### src/ai_fmt_consts.svh
/*
  constants of the analog input value formatter: offsets, field positions,
  reset values, codes and timing counts. assumes a 20 MHz system clock.
*/
`ifndef AI_FMT_CONSTS_SVH
`define AI_FMT_CONSTS_SVH
`define CLK_HZ 20000000
`define RESERVED_BYTE_OFS 8'h00
`define FILTER_SELECT_OFS 8'h01
`define PARAM_LAST_OFS 8'h0c
`define CH0_RESULT_ADDR 16'h0320
`define CH1_RESULT_ADDR 16'h0322
`define FILTER_SELECT_RST 8'h10
`define FILT_CH0_LSB 0
`define FILT_CH1_LSB 2
`define SIGN_BIT 15
`define LOW_ZERO_BITS 4
`define FILT_SMALL_SHIFT 4'h6
`define FILT_MEDIUM_SHIFT 4'h9
`define CODE_OVERFLOW 16'h7fff
`define CODE_UNDERFLOW 16'h8000
`define CODE_PARAM_ERR 16'h7fff
`define CODE_TOP_OVERDRIVE 16'sh7eff
`define CODE_BOT_UNDERDRIVE 16'shf75c
`define SETTLE_MS 2
`define SETTLE_CYCLES (`SETTLE_MS * (`CLK_HZ / 1000))
`define T_NONE_MS 2
`define T_SMALL_MS 100
`define T_MEDIUM_MS 1000
`define SAMPLE_US 50
`define SAMPLE_CYCLES (`SAMPLE_US * (`CLK_HZ / 1000000))
`endif

### src/ai_fmt_pkg.sv
/*
  types of the analog input value formatter.
  assumes ai_fmt_consts.svh supplies the numbers.
*/
package ai_fmt_pkg;
  typedef enum logic [1:0] {
    FILT_NONE = 2'b00,
    FILT_SMALL = 2'b01,
    FILT_MEDIUM = 2'b10,
    FILT_BAD = 2'b11
  } filter_mode_t;
  typedef enum {ST_RUN, ST_SETTLE} chan_state_t;
endpackage : ai_fmt_pkg

### src/chan_filter.sv
/*
  one channel: first-order smoothing of raw converter codes, then clamping
  and formatting into the result word. assumes the raw code and its strobe
  come from logic on the same clock, sign extended, scaled 27648 per 10 V.
*/
`timescale 1ns/1ps
`include "ai_fmt_consts.svh"
module chan_filter
  import ai_fmt_pkg::*;
(
  // clock and reset
  input wire logic clk,
  input wire logic rstn,
  // control
  input wire ai_fmt_pkg::filter_mode_t mode,
  input wire logic settling,
  // raw sample
  input wire logic sample_stb,
  input wire logic signed [16:0] raw_code,
  // result
  output logic [15:0] result_r
);
  logic signed [27:0] acc_r;
  logic signed [27:0] acc_nxt;
  logic signed [27:0] raw_ext;
  logic [3:0] shift;
  logic signed [16:0] smooth;
  logic [15:0] fmt;
  logic [15:0] result_nxt;
  // shift sets time constants of 64 and 512 samples, well below the filter time constants at the sample rate
  assign shift = (mode == FILT_SMALL) ? `FILT_SMALL_SHIFT :
                 (mode == FILT_MEDIUM) ? `FILT_MEDIUM_SHIFT : 4'h0;
  assign smooth = 17'(acc_r >>> 10);
  // a concatenation is unsigned, so the sign bit is repeated by hand
  assign raw_ext = {raw_code[16], raw_code, 10'h000};
  assign acc_nxt = (mode == FILT_NONE) ? raw_ext :
                   28'(acc_r + ((raw_ext - acc_r) >>> shift));
  // magnitude below 11 bits plus sign is cleared
  assign fmt = {smooth[15:`LOW_ZERO_BITS], 4'h0};
  assign result_nxt =
    (settling || mode == FILT_BAD) ? `CODE_PARAM_ERR :
    (smooth > 17'(`CODE_TOP_OVERDRIVE)) ? `CODE_OVERFLOW :
    (smooth < 17'(`CODE_BOT_UNDERDRIVE)) ? `CODE_UNDERFLOW :
    fmt;
  always_ff @(posedge clk or negedge rstn) begin
    if (!rstn) begin
      acc_r <= 28'sh0;
    end else if (sample_stb) begin
      acc_r <= acc_nxt;
    end
  end
  always_ff @(posedge clk or negedge rstn) begin
    if (!rstn) begin
      result_r <= 16'h0000;
    end else begin
      result_r <= result_nxt;
    end
  end
endmodule : chan_filter

### src/analog_input_value_formatter.sv
/*
  two-channel analog input value formatter: parameter record write port,
  input-image word read port, per-channel filter and result formatting.
  assumes raw converter codes arrive from same-clock logic with a strobe,
  and that the parameter and image ports are driven synchronously to clk.
*/
`timescale 1ns/1ps
`include "ai_fmt_consts.svh"
// Behaviour
// - result is 16-bit two's complement, bit 15 set means negative
// - 11 magnitude bits plus sign, left aligned, low bits zero
// - above overdrive region the result is 32767
// - below underdrive region the result is -32768
// - invalid channel parameters give 32767
// - code is 27648 times voltage over 10, linear
// - linear codes continue to 32511 at top and -2212 at bottom
// - byte 1 bits 1:0 filter channel 0, bits 3:2 channel 1
// - after reset byte 1 holds 10h, medium filter
// - new parameters take effect within 2 ms, result reads 7fffh meanwhile
// - channel 0 word at input address 800, channel 1 at 802
module analog_input_value_formatter
  import ai_fmt_pkg::*;
(
  // clock and reset
  input wire logic clk,
  input wire logic rstn,
  // raw converter codes
  input wire logic sample_stb,
  input wire logic signed [16:0] raw_ch0,
  input wire logic signed [16:0] raw_ch1,
  // parameter record write (record 1)
  input wire logic param_wr,
  input wire logic [7:0] param_addr,
  input wire logic [7:0] param_wdata,
  // parameter record read back
  input wire logic param_rd,
  output logic [7:0] param_rdata_r,
  // input image word read
  input wire logic image_rd,
  input wire logic [15:0] image_addr,
  output logic [15:0] image_rdata_r,
  output logic image_ack_r,
  // status
  output logic settling_r
);
  import ai_fmt_pkg::*;

  // stored record byte and settle window
  logic [7:0] filter_select_r;
  logic [7:0] filter_select_nxt;
  logic dflt_r;
  logic dflt_nxt;
  logic hit_filter;
  logic [$clog2(`SETTLE_CYCLES + 1)-1:0] settle_cnt_r;
  logic [$clog2(`SETTLE_CYCLES + 1)-1:0] settle_cnt_nxt;
  logic settle_last;
  chan_state_t state_r;
  chan_state_t state_nxt;
  logic settling_nxt;

  // channel side
  logic signed [16:0] chan_raw [2];
  logic [15:0] result [2];

  // read ports
  logic hit_ch0;
  logic hit_ch1;
  logic hit_param;
  logic [15:0] image_word;
  logic [7:0] param_byte;
  logic [15:0] image_rdata_nxt;
  logic [7:0] param_rdata_nxt;
  logic image_ack_nxt;

  // field decode shared by both channels
  function automatic filter_mode_t mode_of(input logic [7:0] sel, input int lsb);
    mode_of = filter_mode_t'(sel[lsb +: 2]);
  endfunction : mode_of

  function automatic int lsb_of(input int ch);
    if (ch == 0) begin
      lsb_of = `FILT_CH0_LSB;
    end else begin
      lsb_of = `FILT_CH1_LSB;
    end
  endfunction : lsb_of

  // record write: only the filter fields are stored, the rest is dropped
  assign hit_filter = param_wr && (param_addr == `FILTER_SELECT_OFS);
  assign filter_select_nxt = hit_filter ? {4'h0, param_wdata[3:0]} :
                             filter_select_r;

  // the reset value 10h selects no filter in its fields, so the medium
  // filter is held by this flag until the first write to byte 1
  assign dflt_nxt = hit_filter ? 1'b0 : dflt_r;

  always_ff @(posedge clk or negedge rstn) begin
    if (!rstn) begin
      filter_select_r <= `FILTER_SELECT_RST;
    end else begin
      filter_select_r <= filter_select_nxt;
    end
  end

  always_ff @(posedge clk or negedge rstn) begin
    if (!rstn) begin
      dflt_r <= 1'b1;
    end else begin
      dflt_r <= dflt_nxt;
    end
  end

  // settle window opens on every write to byte 1; another such write during settling restarts it
  assign settle_last = (settle_cnt_r == ($bits(settle_cnt_r))'(`SETTLE_CYCLES - 1));

  always_comb begin
    state_nxt = state_r;
    settle_cnt_nxt = settle_cnt_r;
    unique case (state_r)
      ST_RUN: begin
        if (hit_filter) begin
          state_nxt = ST_SETTLE;
          settle_cnt_nxt = '0;
        end
      end
      ST_SETTLE: begin
        if (hit_filter) begin
          settle_cnt_nxt = '0;
        end else if (settle_last) begin
          state_nxt = ST_RUN;
        end else begin
          settle_cnt_nxt = settle_cnt_r + 1'b1;
        end
      end
    endcase
  end

  assign settling_nxt = (state_nxt == ST_SETTLE);

  always_ff @(posedge clk or negedge rstn) begin
    if (!rstn) begin
      state_r <= ST_RUN;
    end else begin
      state_r <= state_nxt;
    end
  end

  always_ff @(posedge clk or negedge rstn) begin
    if (!rstn) begin
      settle_cnt_r <= '0;
    end else begin
      settle_cnt_r <= settle_cnt_nxt;
    end
  end

  always_ff @(posedge clk or negedge rstn) begin
    if (!rstn) begin
      settling_r <= 1'b0;
    end else begin
      settling_r <= settling_nxt;
    end
  end

  // per-channel filter and format
  assign chan_raw[0] = raw_ch0;
  assign chan_raw[1] = raw_ch1;

  generate
    for (genvar g = 0; g < 2; g++) begin : g_chan
      filter_mode_t mode_w;
      assign mode_w = dflt_r ? FILT_MEDIUM :
                      mode_of(filter_select_r, lsb_of(g));
      chan_filter u_chan (
        .clk(clk),
        .rstn(rstn),
        .mode(mode_w),
        .settling(settling_r),
        .sample_stb(sample_stb),
        .raw_code(chan_raw[g]),
        .result_r(result[g])
      );
    end
  endgenerate

  // read ports: unmapped image words and reserved record bytes read zero
  assign hit_ch0 = (image_addr == `CH0_RESULT_ADDR);
  assign hit_ch1 = (image_addr == `CH1_RESULT_ADDR);
  assign image_word = hit_ch0 ? result[0] :
                      hit_ch1 ? result[1] :
                      16'h0000;
  assign image_rdata_nxt = image_rd ? image_word : image_rdata_r;
  assign image_ack_nxt = image_rd;
  assign hit_param = (param_addr == `FILTER_SELECT_OFS);
  assign param_byte = hit_param ? filter_select_r : 8'h00;
  assign param_rdata_nxt = param_rd ? param_byte : param_rdata_r;

  // read data holds until the next request, so a slow reader loses nothing
  always_ff @(posedge clk or negedge rstn) begin
    if (!rstn) begin
      image_rdata_r <= 16'h0000;
    end else begin
      image_rdata_r <= image_rdata_nxt;
    end
  end

  always_ff @(posedge clk or negedge rstn) begin
    if (!rstn) begin
      image_ack_r <= 1'b0;
    end else begin
      image_ack_r <= image_ack_nxt;
    end
  end

  always_ff @(posedge clk or negedge rstn) begin
    if (!rstn) begin
      param_rdata_r <= 8'h00;
    end else begin
      param_rdata_r <= param_rdata_nxt;
    end
  end
endmodule : analog_input_value_formatter

### config.mk
export PLATFORM = sky130hd
export DESIGN_NAME = analog_input_value_formatter
export DESIGN_NICKNAME = d
export VERILOG_FILES = /design/src/ai_fmt_pkg.sv /design/src/chan_filter.sv /design/src/analog_input_value_formatter.sv
export VERILOG_INCLUDE_DIRS = /design/src /design/src/src
export SDC_FILE = /design/constraint.sdc
export NUM_CORES = 1
export LEC_CHECK = 0
export ABC_AREA = 1
export BUFFER_PORTS_ARGS = -buffer_cell sky130_fd_sc_hd__buf_2
export CORE_MARGIN = 8
export CORE_UTILIZATION = 45
export CTS_BUF_LIST = sky130_fd_sc_hd__clkbuf_16
export DETAILED_ROUTE_END_ITERATION = 7
export PLACE_DENSITY = 0.67
export SYNTH_ARGS = -nofsm -noshare
export SYNTH_HDL_FRONTEND = slang
export SYNTH_SLANG_ARGS = --single-unit
### constraint.sdc
create_clock -name clk -period 3.4 [get_ports clk]
set_input_delay 0 -clock clk [delete_from_list [all_inputs] [get_ports clk]]
set_output_delay 0 -clock clk [all_outputs]
set_load 0.01 [all_outputs]
==> impl_metrics.py, run 1 <==
metrics = {
    "die": {
        "start_util": 0.455,
        "pin_count": 98,
        "die_x_um": 194,
        "die_area_um2": 37700,
        "die_height_um": 194,
        "core.rowCount": 65,
        "coreArea_um2": 31400,
    },
    "drt": {
        "wirelength_um": 75700,
        "drt_pre_antenna_iters": 8,
        "num_vias": 20600,
        "routedWlPerCell_um": 22.7,
        "drc": 6,
        "ant_nets": 0,
        "vias_per_cell": 6.20,
        "drt_iter0_drc": 3135,
    },
    "grt": {
        "grt_pass1_wl_um": 93700,
        "grt_max_degree": 95,
        "antenna_found_initial": 0,
        "grt_usage": 0.305,
        "gr-total-overflow": 0,
        "grt_pass1_vias": 17900,
    },
    "worst_setup_path": {
        "end_kind": "register",
        "cp.required_ns": 3.73,
        "cp_top_family": "simple AND/OR/NAND/NOR gates",
        "criticalPathCategory": "reg -> reg",
        "critPathLaunchType": "register",
        "crit_path_frequent_cell": "nand2_1",
        "path_cells": "inv_1 > ha_4 > nand2_2 > nor2_2 > inv_1 > nor2_2 > nand3_1 > nand3_1 > xor2_1 > nand2_1 > nand3_2 > o211ai_1 > nand2_1 > ha_4 > a21oi_4 > o21ai_2 > o21bai_4 > a21oi_2 > xor2_1 > nand2_1 > o211ai_1 > o21ai_1",
        "cp.buffers_inverters": 2,
        "crit_path_max_incr_delay_ns": 0.36,
        "critPathArrivalTime_ns": 4.68,
        "cp_max_fo": 5,
        "slowest_stage": "dfrtp_1",
    },
    "finish": {
        "antenna_cells": 0,
        "nets": 3078,
        "drive_above_1_share": 0.507,
        "nFillCells": 1898,
        "area_growth_syn_to_layout_pct": 72.7,
    },
    "run_status": {
        "violations": "design-rule violations, negative hold slack, negative setup slack",
        "status": "complete, but fails checks",
    },
    "sta": {
        "finalSetupViolations": 39,
        "finalHoldViolCount": 1,
        "relSlewSlack": 0.272,
        "fin_ws_ns": -0.950,
        "finalCritPeriodShare": 1.28,
        "fin_crit_ns": 4.35,
        "worst_pin_slew_ns": 1.08,
        "slew_viol_final": 0,
        "rsz0062_at_grt": "true",
        "hold_ws_ns": -0.00798,
        "fmax_mhz": 230,
        "clock_skew_ns": 0.0255,
    },
    "min_path": {
        "hold_class": "in -> reg",
    },
    "yosys": {
        "yosysSeqAreaShare": 0.272,
        "synth_top_area_frac": 0.270,
        "synth_edf_count": 0,
        "syn_area_um2": 14300,
        "synthTopCellsByArea": "dfrtp_1 27%, nand2_1 15%, inv_1 8.3%",
        "yosys.area.top_type": "dfrtp_1",
        "synthDistinctLibCells": 52,
        "synthFlopType": "dfrtp_1",
        "yosysMostFrequentCell": "nand2_1",
        "postSynthCellCount": 2255,
        "synthArstFlopShare": 1.00,
        "synth_commonest_cells": "576 x nand2_1, 315 x inv_1, 235 x nor2_1",
        "ys_seq_elements": 155,
        "avgSynthCellArea_um2": 6.34,
        "ys_warn_count": 0,
    },
    "placement": {
        "hpwl_um": 43500,
        "portBuffers": 90,
        "place_ws_ns": -0.534,
        "gp_congestion": 1.04,
    },
    "clocking": {
        "cts_sinks": 155,
        "path_clk_slew_ns": 0.08,
        "cts-root-buf": "clkbuf_16",
        "cts_buffers": 17,
        "clock_latency_ns": 0.48,
        "cts_tree": "built",
        "cts.path.max_buffers": 2,
        "cts_max_level": 4,
    },
    "run": {
        "max_cap_viol_count": 0,
    },
}
## state kept, by name (all words and copies together), names as in the netlist
register                count
g_chan.u_chan.acc_r        56
state_r                    32
g_chan.u_chan.result_r     26
settle_cnt_r               16
image_rdata_r              13
param_rdata_r               5
filter_select_r             4
dflt_r                      1
image_ack_r                 1
settling_r                  1
## repair_timing
item | 4_1_cts | 5_1_grt
hold buffers | 35 | 0
endpoints found under the hold margin | 132 | 0
endpoints found under the setup margin | 43 | 43
resized for setup | 581 | 506
setup buffers | 49 | 56
pin swaps | 213 | 296
## metal layers
layer	global-route usage	wire (µm)	up-vias
met4	0.122	6190	0
met2	0.488	32900	1629
met5	0	0	-
met1	0.399	27200	9574
met3	0.0623	9430	634
li1	-	-	8788
## cells in the final DEF, fill, tap and decap left out, types with 17 or more instances in the layout
| cell | instances |
|---|---|
| clkbuf_16 | 17 |
| o21ai_0 | 68 |
| a21oi_1 | 49 |
| nand3_2 | 78 |
| dfrtp_1 | 154 |
| a21oi_4 | 38 |
| nand3_1 | 132 |
| a21oi_2 | 70 |
| inv_1 | 248 |
| nor2_2 | 54 |
| dlygate4sd3_1 | 35 |
| o21ai_1 | 41 |
| nand4_1 | 57 |
| nor2_4 | 57 |
| o21ai_2 | 46 |
| o211ai_1 | 19 |
| nand2_4 | 56 |
| buf_2 | 89 |
| nor2_1 | 133 |
| ha_4 | 75 |
| buf_6 | 31 |
| buf_4 | 537 |
| o22ai_1 | 24 |
| inv_2 | 67 |
| nand2_2 | 140 |
| nand2_1 | 384 |
## layout make-up
type / instances / area, µm² / area share
clock buffers: 17 / 425 / 0.0172
clock inverters: 15 / 153 / 0.00619
repair buffers: 695 / 5240 / 0.212
flip-flops and latches: 155 / 3880 / 0.157
well taps: 402 / 503 / 0.0204
inverters: 322 / 1230 / 0.0500
multi-input cells: 1722 / 13200 / 0.537
## through the flow
stage | std cells | hold WS (ns) | util | cell area, µm² | setup TNS [ns]
2_1_floorplan | 2257 | -0.296 | - | 14300 | 0
3_3_place_gp | 3162 | 0.144 | 0.590 | 18500 | -13.52
3_5_place_dp | 3162 | 0.160 | 0.590 | 18500 | -14.60
4_1_cts | 3274 | 0.0112 | 0.706 | 22200 | -1.52
5_1_grt | 3328 | 0.0300 | 0.786 | 24700 | -23.75
6_report | 3328 | -0.00798 | 0.786 | 24700 | -19.34
## worst min-delay path, delay by kind of cell
family                 cells  cell delay [ns]
buffers and inverters      1             0.08
and+or+nand+nor            4             0.26
AOI/OAI and AO/OA          1             0.08
## cell families after synthesis
kind of cell    share of synthesized area
compound gates                      0.165
fa+ha+maj                          0.0825
flops                               0.272
xor+xnor                           0.0294
other cells                      0.000262
buf+inv                             0.104
simple gates                        0.347
## final timing paths
check / from / slack (ns) / depth (start not counted) / end
min in group asynchronous: rstn / 0.19 / 2 / g_chan[0].u_chan.result_r[5]
min: param_addr[2] / -0.008 / 6 / param_rdata_r[2]
max in group asynchronous: rstn / 2.11 / 3 / g_chan[0].u_chan.acc_r[18]
max: g_chan[0].u_chan.acc_r[16] / -0.95 / 22 / g_chan[0].u_chan.acc_r[13]
max reg2reg: g_chan[0].u_chan.acc_r[16] / -0.95 / 22 / g_chan[0].u_chan.acc_r[13]
min reg2reg: state_r[23] / 0.51 / 2 / state_r[23]
Power of run 1 is left out: the tool's default activity adds up to more than one toggle a clock period on the data nets, which glitch-free logic cannot reach.
==> run 2, diff against run 1 <==
--- a/config.mk
+++ b/config.mk
@@ -7,7 +7,7 @@
 export NUM_CORES = 1
 export LEC_CHECK = 0
 export ABC_AREA = 1
-export BUFFER_PORTS_ARGS = -buffer_cell sky130_fd_sc_hd__buf_2
+export BUFFER_PORTS_ARGS = -buffer_cell sky130_fd_sc_hd__buf_4
 export CORE_MARGIN = 8
 export CORE_UTILIZATION = 45
 export CTS_BUF_LIST = sky130_fd_sc_hd__clkbuf_16
==> run 2 against run 1 <==
- clock skew fell by 0.0012 ns
- global-route usage rose by 0.87 points
- critical endpoint is now g_chan[0].u_chan.acc_r[11]
- the flow finishes with violations (negative setup slack)
- worst hold slack better by 0.0098 ns
- final area increased by 0.59%
- worst setup slack better by 0.60 ns
- critical path type unchanged
- cell count increased by 0.45%
- largest cell class unchanged
==> impl_metrics.py, run 2 (same netlist as run 1, synthesis figures left out) <==
metrics = {
    "run_status": {
        "status": "complete, but fails checks",
        "violations": "negative setup slack",
    },
    "finish": {
        "reg_top3": "g_chan.u_chan.acc_r (56), state_r (32), g_chan.u_chan.result_r (26)",
        "drive_above_1_share": 0.495,
        "largest_reg_flops": 56,
        "nets": 3093,
        "area_growth_syn_to_layout_pct": 73.7,
        "final_common_cell": "buf_4",
        "layout_common_cells": "642 x buf_4, 404 x nand2_1, 237 x inv_1",
        "top_register": "g_chan.u_chan.acc_r",
        "antenna_cells": 0,
    },
    "die": {
        "die_x_um": 194,
        "core.rowCount": 65,
        "pin_count": 98,
        "start_util": 0.455,
        "die_height_um": 194,
        "die_area_um2": 37700,
        "coreArea_um2": 31400,
    },
    "run": {
        "max_cap_viol_count": 0,
    },
    "drt": {
        "drc": 0,
        "vias_per_cell": 5.75,
        "routedWlPerCell_um": 19.9,
        "drt_pre_antenna_iters": 6,
        "wirelength_um": 66400,
        "num_vias": 19200,
        "ant_nets": 0,
        "drt_iter0_drc": 1788,
    },
    "worst_setup_path": {
        "path_cells": "inv_2 > ha_4 > nand2_4 > inv_4 > nand2_4 > nor2_4 > a21o_1 > xor2_1 > buf_4 > nand2_2 > nand2_1 > nand2_1 > a21oi_2 > ha_4 > nand2_4 > buf_6 > nor2_4 > nand4_1 > o21ai_1 > buf_4 > xnor2_2 > nand2_1 > o211ai_1 > o21ai_1",
        "setup.worst_path.start": "g_chan[0].u_chan.acc_r[13]",
        "crit_path_max_incr_delay_ns": 0.38,
        "slowest_stage": "dfrtp_1",
        "cp_max_fo": 4,
        "critPathLaunchType": "register",
        "criticalPathCategory": "reg -> reg",
        "cp.required_ns": 3.71,
        "cp.buffers_inverters": 5,
        "end_kind": "register",
        "r2r_start": "g_chan[0].u_chan.acc_r[13]",
        "cp_top_family": "simple AND/OR/NAND/NOR gates",
        "critPathArrivalTime_ns": 4.06,
    },
    "min_path": {
        "hold_class": "in -> reg",
        "hp-start": "param_addr[4]",
    },
    "clocking": {
        "cts_max_level": 4,
        "cts_buffers": 17,
        "cts.path.max_buffers": 2,
        "path_clk_slew_ns": 0.09,
        "clock_latency_ns": 0.46,
        "cts_tree": "built",
        "cts_sinks": 155,
        "cts-root-buf": "clkbuf_16",
    },
    "placement": {
        "gp_congestion": 1.05,
        "hpwl_um": 44700,
        "portBuffers": 90,
    },
    "grt": {
        "grt_max_degree": 94,
        "grt_usage": 0.314,
        "gr-total-overflow": 0,
        "grt_pass1_vias": 18000,
        "antenna_found_initial": 1,
        "grt_pass1_wl_um": 96200,
    },
    "sta": {
        "clock_skew_ns": 0.0242,
        "hold_ws_ns": 0.00186,
        "rsz0062_at_grt": "true",
        "relSlewSlack": 0.243,
        "worst_pin_slew_ns": 1.13,
        "fin_crit_ns": 3.75,
        "slew_viol_final": 0,
        "finalSetupViolations": 35,
        "finalCritPeriodShare": 1.10,
        "fin_ws_ns": -0.353,
        "fmax_mhz": 266,
        "finalHoldViolCount": 0,
    },
}
==> run 2: path summary, 6_finish.rpt <==
kind / slack [ns] / cells after the start / end
worst max-delay path: -0.35 / 24 / g_chan[0].u_chan.acc_r[11]
worst min-delay path: 0.002 / 6 / param_rdata_r[2]
worst max register to register: -0.35 / 24 / g_chan[0].u_chan.acc_r[11]
worst min register to register: 0.51 / 2 / state_r[15]
max in group asynchronous: 2.21 / 3 / dflt_r
min in group asynchronous: 0.26 / 2 / g_chan[0].u_chan.result_r[5]
==> run 2: through the flow <==
stage	setup WS, ns	cells	TNS, ns	cell area [µm²]	utilization
floorplan	0.174	2257	0	14300	-
global placement	-0.583	3160	-15.97	18700	0.597
detailed placement	-0.647	3160	-16.79	18700	0.597
CTS	-0.177	3303	-1.79	22800	0.726
global route	-0.432	3343	-11.85	24800	0.791
finish	-0.353	3343	-6.64	24800	0.791
==> run 2: what timing repair did <==
action / CTS / global route
hold buffers: 36 / 0
buffers inserted: 81 / 43
endpoints found under the setup margin: 44 / 44
gates resized for setup: 626 / 433
hold endpoints to repair: 144 / 0
pin swaps: 220 / 235
==> run 2: metal layers <==
metal / vias to the layer above / share of wire / global-route usage
met5: - / 0 / 0
met4: 0 / 0.045 / 0.0905
met3: 279 / 0.095 / 0.0602
met2: 1022 / 0.46 / 0.508
met1: 9110 / 0.40 / 0.421
li1: 8818 / - / -
==> run 2: cell type report <==
cell class / count / area (µm²)
multi-input combinational: 1722 / 13100
inverter: 322 / 1240
clock buffer: 17 / 425
fill: 2101 / 6570
sequential: 155 / 3880
clock inverter: 15 / 130
tap: 402 / 503
timing repair buffer: 710 / 5560
==> run 2: tightest hold or removal path, stage by stage <==
cell	delay, ns
buf_4	0.07
nor2_1	0.03
nand2_1	0.09
nor2_4	0.07
nand3_1	0.07
o21ai_0	0.07
Power of run 2 is left out for the same reason.
